<file path="src/common/ssd_pkg.sv">
/*
 * Shared constants and types for the subtract, nibble-exchange and
 * skip-on-zero datapath slice.
 * Assumes an 8-bit data path and a decoder that presents one operation
 * at a time with a one-cycle start pulse.
 */
package ssd_pkg;

    localparam int DW = 8;
    localparam int NW = 4;
    localparam int SIGN_BIT = 7;
    localparam logic [7:0] ZERO_BYTE = 8'h00;
    localparam logic [7:0] ACC_RST = 8'h00;
    localparam logic [3:0] NIB_ZERO = 4'h0;

    // Operation codes presented by the instruction decoder.
    typedef enum logic [2:0] {
        SSD_OP_NONE = 3'h0,
        SSD_OP_SUB_MEM = 3'h1,
        SSD_OP_SUB_IMM = 3'h2,
        SSD_OP_SWAP_MEM = 3'h3,
        SSD_OP_SWAP_ACC = 3'h4,
        SSD_OP_SKIP_ZERO = 3'h5,
        SSD_OP_SKIP_ZERO_MOVE = 3'h6
    } ssd_op_t;

    // Sequencer states, Gray coded along idle -> exec -> dummy.
    typedef enum logic [1:0] {
        SSD_ST_IDLE = 2'h0,
        SSD_ST_EXEC = 2'h1,
        SSD_ST_DUMMY = 2'h3
    } ssd_state_t;

    typedef struct packed {
        logic [7:0] diff;
        logic carry;
        logic ovf;
        logic zero;
        logic half;
    } ssd_sub_res_t;

endpackage : ssd_pkg

</file>
<file path="src/common/ssd_alu_if.sv">
/*
 * Carrier between the sequencer and the subtract unit.
 * Assumes both ends share the core clock.
 */
`timescale 1ns/1ps
interface ssd_alu_if;
    logic [7:0] minuend;
    logic [7:0] subtrahend;
    ssd_pkg::ssd_sub_res_t res;

    modport ctl (output minuend, output subtrahend, input res);
    modport alu (input minuend, input subtrahend, output res);
endinterface : ssd_alu_if

</file>
<file path="src/hdl/ssd_sub_unit.sv">
/*
 * Combinational 8-bit subtractor with carry, overflow, zero and
 * half-carry results.
 * Assumes operands are stable for the cycle in which the result is used.
 */
`timescale 1ns/1ps
module ssd_sub_unit (
    ssd_alu_if.alu port_a
);
    logic [ssd_pkg::DW:0] full;
    logic [ssd_pkg::NW:0] low;

    // ------------------------------------------------------------------
    // Difference and flags
    // ------------------------------------------------------------------
    always_comb begin
        full = {1'b0, port_a.minuend} - {1'b0, port_a.subtrahend};
        low = {1'b0, port_a.minuend[ssd_pkg::NW-1:0]}
              - {1'b0, port_a.subtrahend[ssd_pkg::NW-1:0]};
        port_a.res.diff = full[ssd_pkg::DW-1:0];
        // Carry is the inverted borrow: one when no borrow occurred.
        port_a.res.carry = ~full[ssd_pkg::DW];
        port_a.res.half = ~low[ssd_pkg::NW];
        port_a.res.zero = (full[ssd_pkg::DW-1:0]
                           == ssd_pkg::ZERO_BYTE);
        port_a.res.ovf = (port_a.minuend[ssd_pkg::SIGN_BIT]
                          ^ port_a.subtrahend[ssd_pkg::SIGN_BIT])
                         & (port_a.minuend[ssd_pkg::SIGN_BIT]
                          ^ full[ssd_pkg::SIGN_BIT]);
    end

endmodule : ssd_sub_unit

</file>
<file path="src/hdl/ssd_datapath.sv">
/*
 * Datapath slice for subtract, nibble exchange and skip-on-zero.
 * Assumes the decoder pulses op_start with op, the memory byte and the
 * immediate valid in that cycle, and holds off new operations while busy.
 */
// Functional notes
// - Subtract-to-memory writes accumulator minus memory byte to memory.
// - Subtraction carry is 0 on negative result, 1 otherwise.
// - Subtract-immediate subtracts instruction constant from accumulator.
// - Subtract-immediate writes accumulator only, never memory.
// - In-place swap exchanges nibbles of the memory byte.
// - Swap-to-accumulator loads nibble-exchanged memory byte into accumulator.
// - Swap-to-accumulator leaves the memory byte untouched.
// - Skip-on-zero reads the memory byte and writes it back unchanged.
// - Zero tested byte skips the next sequential instruction.
// - Skip-on-zero stays busy two cycles only when it skips, the second a dummy.
// - Nonzero tested byte continues without any skip.
// - Skip-with-move copies byte to accumulator and skips on zero.
`timescale 1ns/1ps
module ssd_datapath (
    input wire logic clock,
    input wire logic nrst,
    input wire logic op_start,
    input wire ssd_pkg::ssd_op_t op,
    input wire logic [7:0] mem_rdata,
    input wire logic [7:0] imm_data,
    output logic busy,
    output logic mem_we,
    output logic [7:0] mem_wdata,
    output logic [7:0] accumulator,
    output logic carry_flag,
    output logic overflow_flag,
    output logic zero_flag,
    output logic half_carry_flag,
    output logic skip_next,
    output logic dummy_cycle
);

    typedef struct packed {
        ssd_pkg::ssd_state_t st;
        logic [7:0] acc;
        logic c;
        logic ovf;
        logic z;
        logic hc;
        logic we;
        logic [7:0] wdata;
        logic skip;
        logic dummy;
    } ssd_regs_t;

    ssd_regs_t s_r;
    ssd_regs_t s_nxt;
    ssd_alu_if alu_if ();

    function automatic logic [7:0] nib_swap(input logic [7:0] b);
        nib_swap = {b[ssd_pkg::NW-1:0], b[ssd_pkg::DW-1:ssd_pkg::NW]};
    endfunction : nib_swap

    function automatic logic is_skip(input ssd_pkg::ssd_op_t o);
        is_skip = (o == ssd_pkg::SSD_OP_SKIP_ZERO)
                  || (o == ssd_pkg::SSD_OP_SKIP_ZERO_MOVE);
    endfunction : is_skip

    ssd_sub_unit u_sub (
        .port_a(alu_if.alu)
    );

    // Operands are driven outside the next-state process so that the
    // subtractor result read back there forms no apparent loop.
    assign alu_if.minuend = s_r.acc;
    assign alu_if.subtrahend = (op == ssd_pkg::SSD_OP_SUB_IMM)
                               ? imm_data : mem_rdata;

    // ------------------------------------------------------------------
    // Next state
    // ------------------------------------------------------------------
    always_comb begin
        s_nxt = s_r;
        s_nxt.we = 1'b0;
        s_nxt.skip = 1'b0;
        s_nxt.dummy = 1'b0;
        unique case (s_r.st)
            ssd_pkg::SSD_ST_IDLE: begin
                if (op_start) begin
                    unique case (op)
                        ssd_pkg::SSD_OP_SUB_MEM: begin
                            s_nxt.we = 1'b1;
                            s_nxt.wdata = alu_if.res.diff;
                        end
                        ssd_pkg::SSD_OP_SUB_IMM: begin
                            s_nxt.acc = alu_if.res.diff;
                        end
                        ssd_pkg::SSD_OP_SWAP_MEM: begin
                            s_nxt.we = 1'b1;
                            s_nxt.wdata = nib_swap(mem_rdata);
                        end
                        ssd_pkg::SSD_OP_SWAP_ACC: begin
                            s_nxt.acc = nib_swap(mem_rdata);
                        end
                        ssd_pkg::SSD_OP_SKIP_ZERO: begin
                            s_nxt.we = 1'b1;
                            s_nxt.wdata = mem_rdata;
                        end
                        ssd_pkg::SSD_OP_SKIP_ZERO_MOVE: begin
                            s_nxt.acc = mem_rdata;
                        end
                        default: begin
                        end
                    endcase
                    // Only subtractions touch the flags.
                    if (op == ssd_pkg::SSD_OP_SUB_MEM
                        || op == ssd_pkg::SSD_OP_SUB_IMM) begin
                        s_nxt.c = alu_if.res.carry;
                        s_nxt.ovf = alu_if.res.ovf;
                        s_nxt.z = alu_if.res.zero;
                        s_nxt.hc = alu_if.res.half;
                    end
                    // Skip only on a zero byte; otherwise run on.
                    if (is_skip(op) && mem_rdata == ssd_pkg::ZERO_BYTE) begin
                        s_nxt.skip = 1'b1;
                        s_nxt.st = ssd_pkg::SSD_ST_EXEC;
                    end
                end
            end
            ssd_pkg::SSD_ST_EXEC: begin
                // Second cycle: the skipped word is replaced by a dummy.
                s_nxt.dummy = 1'b1;
                s_nxt.st = ssd_pkg::SSD_ST_DUMMY;
            end
            ssd_pkg::SSD_ST_DUMMY: begin
                s_nxt.st = ssd_pkg::SSD_ST_IDLE;
            end
            default: begin
                s_nxt.st = ssd_pkg::SSD_ST_IDLE;
            end
        endcase
    end

    always_ff @(posedge clock or negedge nrst) begin
        if (!nrst) begin
            s_r <= '{st: ssd_pkg::SSD_ST_IDLE, acc: ssd_pkg::ACC_RST,
                     c: 1'b0, ovf: 1'b0, z: 1'b0, hc: 1'b0, we: 1'b0,
                     wdata: ssd_pkg::ZERO_BYTE, skip: 1'b0, dummy: 1'b0};
        end else begin
            s_r <= s_nxt;
        end
    end

    assign busy = (s_r.st != ssd_pkg::SSD_ST_IDLE);
    assign mem_we = s_r.we;
    assign mem_wdata = s_r.wdata;
    assign accumulator = s_r.acc;
    assign carry_flag = s_r.c;
    assign overflow_flag = s_r.ovf;
    assign zero_flag = s_r.z;
    assign half_carry_flag = s_r.hc;
    assign skip_next = s_r.skip;
    assign dummy_cycle = s_r.dummy;
endmodule : ssd_datapath

</file>
<file path="config.mk">
export PLATFORM = sky130hd
export DESIGN_NAME = ssd_datapath
export DESIGN_NICKNAME = d
export VERILOG_FILES = /design/src/common/ssd_pkg.sv /design/src/common/ssd_alu_if.sv /design/src/hdl/ssd_sub_unit.sv /design/src/hdl/ssd_datapath.sv
export SDC_FILE = /design/constraint.sdc
export NUM_CORES = 1
export LEC_CHECK = 0
export ABC_CLOCK_PERIOD_IN_PS = 3500
export BUFFER_PORTS_ARGS = -buffer_cell sky130_fd_sc_hd__buf_2
export CAP_MARGIN = 20
export CORE_MARGIN = 8
export CORE_UTILIZATION = 45
export DETAILED_ROUTE_END_ITERATION = 8
export PLACE_DENSITY_LB_ADDON = 0.12
export SLEW_MARGIN = 15
export SYNTH_ARGS = -nofsm -noshare
export SYNTH_HDL_FRONTEND = slang
export SYNTH_SLANG_ARGS = --single-unit
</file>
<file path="constraint.sdc">
create_clock -name clock -period 3.5 [get_ports clock]
set_input_delay 0 -clock clock [delete_from_list [all_inputs] [get_ports clock]]
set_output_delay 0 -clock clock [all_outputs]
set_load 0.05 [all_outputs]
</file>
# --- Word level (Yosys, flattened, before mapping) ---
# Index checks and enable logic that the tools add are counted.
word_totals:
  ff_bits: 25
  inputBits: 22
  output_inout_bits: 24
  elab_cells: 49
classes:
  addsub: 2
  eq_ne: 9
  muxes: 10
  bitwise: 5
  n_reduce_logical: 13
ops:
  columns: ["operator", "count"]
  rows:
  - ["$pmux 9 s3", 1]
  - ["$mux 24", 1]
  - ["$pmux 8 s3", 1]
  - ["$logic_not 8->1", 2]
  - ["$mux 10", 1]
  - ["$eq 3x3->1 const B", 3]
  - ["$reduce_and 3->1", 3]
  - ["$sub 8x8->9", 1]
  - ["$mux 8", 1]
  - ["$eq 3x2->1 const B", 2]
  - ["$reduce_bool 3->1", 2]
  - ["$sub 4x4->5", 1]
  - ["$mux 4", 1]
  - ["$ne 2x2->1 const B", 2]
  - ["$pmux 2 s2", 1]
  - ["$eq 3x1->1 const B", 1]
  - ["$eq 2x1->1 const B", 1]
  - ["$logic_not 2->1", 1]
  - ["$logic_or 1x1->1", 2]
  - ["$mux 1", 2]
  - ["$mux 2", 1]
  - ["$not 1->1", 2]
  - ["$reduce_and 2->1", 1]
  - ["$reduce_bool 2->1", 1]
  - ["3 further kinds", 4]

# --- Depth between registers and ports, before layout ---
logic_depth:
  ltp_word: 8
  ltp_mapped: 14
  ltp_nobuf: 11

# --- By module ---
# Synthesis repeated with hierarchy kept, for this count alone.
unflattened:
  hier_cells: 205
  area_unflattened_um2: 2120.8
modules_own_cells:
  columns: ["module", "instances", "cells_each", "area_per_inst_um2", "seq_area_each_um2"]
  rows:
  - ["ssd_datapath", 1, 138, 1655.3, 625.6]
  - ["ssd_sub_unit", 1, 67, 465.4, 0.0]

# --- Least setup slack after synthesis ---
# Ideal clock, no wire load.
synth_path:
  kind: "in2reg"
  startpoint: "input op[1]"
  endpoint: "register s_r, in the netlist mem_wdata[6]"
  arrival_ns: 3.110
  required_ns: 3.417
  path_slack_ns: 0.307
  path_stages: 14
  path_buffers: 3
  path_cell_list: "buf_2 > nor2b_1 > clkbuf_1 > and2_1 > clkbuf_1 > mux2_2 > ha_1 > inv_1 > fa_1 > a211o_1 > a211o_1 > a221oi_1 > a22oi_1 > o21ai_0"
synth_via:
  elab_chain_cells: 4
synth_lines:
  columns: ["item", "line", "source"]
  rows:
  - ["start, declared", "ssd_datapath.sv:24", "input wire ssd_pkg::ssd_op_t op,"]
  - ["$eq 3x2->1", "ssd_datapath.sv:72", "assign alu_if.subtrahend = (op == ssd_pkg::SSD_OP_SUB_IMM)"]
  - ["$mux 8", "ssd_datapath.sv:73", "? imm_data : mem_rdata;"]
  - ["$sub 8x8->9", "ssd_sub_unit.sv:17", "full = {1'b0, port_a.minuend} - {1'b0, port_a.subtrahend};"]
  - ["$pmux 9 s3", "ssd_datapath.sv:86", "unique case (op)"]
  - ["end signal, assigned", "ssd_datapath.sv:142", "s_r <= '{st: ssd_pkg::SSD_ST_IDLE, acc: ssd_pkg::ACC_RST,"]
  - ["end signal, assigned", "ssd_datapath.sv:146", "s_r <= s_nxt;"]
  - ["end, declared", "ssd_datapath.sv:52", "ssd_regs_t s_r;"]
# Parallel ways exist; a longest one is shown, timed or not.
# A chain may end at the register's enable or synchronous reset.

# --- Final worst setup path ---
layout_path:
  startpoint: "register s_r, in the netlist accumulator[0]"
  endpoint: "register s_r, in the netlist mem_wdata[6]"
layout_via:
  elab_chain_cells: 2
layout_lines:
  columns: ["item", "line"]
  rows:
  - ["$sub 8x8->9", "ssd_sub_unit.sv:17"]
  - ["$pmux 9 s3", "ssd_datapath.sv:86"]
# Every way passes these cells.

==> impl_metrics.ini <==
[status]
status = complete, no violations

[synthesis]
netlist_instances = 218
ys_async_sr_fraction = 1.00
yosysUniqueCellTypes = 44
syn_area_sq_um = 1890
seq_area_frac_synth = 0.330
synth.avg_cell_area_sq_um = 8.68
yosysWarnings = 0
synth_nets = 250
ys_ff_latch = 25
synth-edff-count = 0
synthFlopType = dfrtp_1

[detailed_routing]
viasPerCell = 5.58
route.detailed.drc = 0
wl_um = 4820
wl_per_cell_um = 16.5
postRouteAntennaNets = 0
vias = 1634
drt_iter0_markers = 84
firstDrtPassIters = 4

[layout]
area_growth_pct = 10.6
n_fill_cell = 409
diodes = 0
drive_gt1_frac = 0.247
final_nets = 276
design_area_sq_um = 2090

[timing]
min_period_over_period = 0.761
finalSetupViolCount = 0
layout_setup_ws_ns = 0.838
report.final.slew_viol_count = 0
maxSlewHeadroom = 0.362
skew_ns = 0.00903
finalHoldViolCount = 0
period_minus_slack_ns = 2.66
hold_ws_ns = 0.0928
max_freq_mhz = 376
setup_tns_ns = 0
worstMarginPinSlew_ns = 0.955
rsz0062_at_grt = false

[clocking]
clock_latency_ns = 0.28
cts.sinks = 25
h-tree-depth = 1
clkSlewWorstSetupHoldPaths_ns = 0.10
clockBufferDepth = 2
clockRootBuffer = clkbuf_8
cts_buffers = 3
post_cts_buffers = 0
cts_tree = done

[min_path]
hp-start = mem_rdata[7]
hold_class = input pin to register
min_path_cells = 4
hold_end = skip_next

[critical_path]
startpoint_type = register
end_kind = register
r2r_cells = 9
required_ns = 3.71
r2r-end = mem_wdata[6]
criticalPathCategory = register to register
path_max_fanout = 3
arrival_ns = 2.87
reg2reg_from = accumulator[0]
reg2reg_slack_ns = 0.84

[floorplanning]
boundaryPins = 46
num_rows = 23
die_w_um = 80.9
start_util = 0.470
core_sq_um = 4030
dieHeight_um = 80.9
dieArea_sq_um = 6540

[placed_design]
pre_cts_ws_ns = 0.598
place.gp.congestion = 0.865
place_area_sq_um = 2030
port_buffers = 45
dp_hpwl_um = 3660

[global_route]
grt_pass1_vias = 1617
grtUsageTotal = 0.155
grt_max_degree = 26
grt_pass1_wl_um = 8020
antenna_found_initial = 0
grt_overflow = 0

[power]
peakVddDrop_uv = 318
leakage_nw = 1.05
power_per_cell_area_nw_per_um2 = 711

[job]
max-cap-violations = 0
## logic make-up after synthesis
family	after synthesis	share of synthesized area
compound gates	63	0.216
xor+xnor	4	0.0185
fa+ha+maj	10	0.0701
buf+inv	35	0.103
flops	25	0.330
mux	18	0.0985
simple gates	63	0.163
## routing by layer
metal,routed length (um),GRT usage,vias up
li1,-,-,811
met1,2270,0.204,768
met2,2180,0.245,50
met3,300,0.0276,5
met4,65,0.0589,0
met5,0,0,-
## final cells by class
cell class	instances	area [sq um]	area share
clock buffer	3	41.3	0.0197
clock inverter	1	7.51	0.00359
inverter	7	26.3	0.0126
multi-input combinational	158	1070	0.512
sequential	25	626	0.299
tap	50	62.6	0.0299
timing repair buffer	49	258	0.123
## repair_timing
item	CTS	global route
hold buffers	1	0
resized for setup	0	0
endpoints found under the hold margin	25	0
## cells in the mapped netlist (4+ instances only)
library cell | n | area, sq um
clkbuf_1 | 8 | 30.0
ha_1 | 9 | 113
mux2_2 | 5 | 56.3
a22o_1 | 5 | 43.8
buf_4 | 16 | 120
a21o_1 | 4 | 30.0
or3_1 | 4 | 25.0
nor2_1 | 9 | 33.8
nor2b_1 | 5 | 31.3
nand2_1 | 28 | 105
dfrtp_1 | 25 | 626
mux2i_1 | 13 | 130
nor3_1 | 4 | 20.0
a21oi_1 | 12 | 60.1
o21ai_0 | 23 | 115
inv_1 | 7 | 26.3
## worst max-delay path, stage by stage, from the launching register on
cell,delay (ns)
dfrtp_1,0.41
inv_1,0.09
ha_1,0.15
inv_1,0.05
fa_1,0.42
a211o_1,0.34
a211o_1,0.28
a221oi_1,0.50
a22oi_1,0.18
o21ai_0,0.16
## worst max-delay path by stage
stage | cells past startpoint | to | from | slack (ns)
finish | 9 | mem_wdata[6] | accumulator[0] | 0.84
global route | 9 | accumulator[6] | accumulator[0] | 0.60
CTS | 9 | accumulator[6] | accumulator[0] | 0.83
detailed placement | 12 | accumulator[6] | op[2] | 0.60
global placement | 12 | mem_wdata[6] | op[2] | 0.68
floorplan | 14 | mem_wdata[6] | op[1] | 0.31
## placed cells by master (no fill, tap or decap), drive strengths merged, types with 4 or more instances in the layout
master	instances
a21o	4
a21oi	12
a22o	5
buf	48
dfrtp	25
ha	9
inv	7
mux2	5
mux2i	13
nand2	28
nor2	9
nor2b	5
nor3	4
o21ai	23
or3	4
## sequential cells by signal, summed over array words and instances, names as in the netlist
signal	count
s_r	2
skip_next	1
accumulator	8
mem_we	1
overflow_flag	1
carry_flag	1
dummy_cycle	1
mem_wdata	8
zero_flag	1
half_carry_flag	1
## where the power goes
group	internal (mW)	switching [mW]	leakage, nW	total, mW
clock network	0.0812	0.109	0.0217	0.190
registers	0.361	0.0510	0.322	0.412
logic	0.277	0.609	0.706	0.885
## stage by stage
step                      cells  power, mW  utilization
after CTS                   293       1.49        0.520
after detailed placement    288       1.30        0.505
final                       293       1.49        0.520
after global placement      288       1.30        0.505
after global routing        293       1.59        0.520
after floorplan             218       1.17            -
Power figures use the tool's default switching activity.
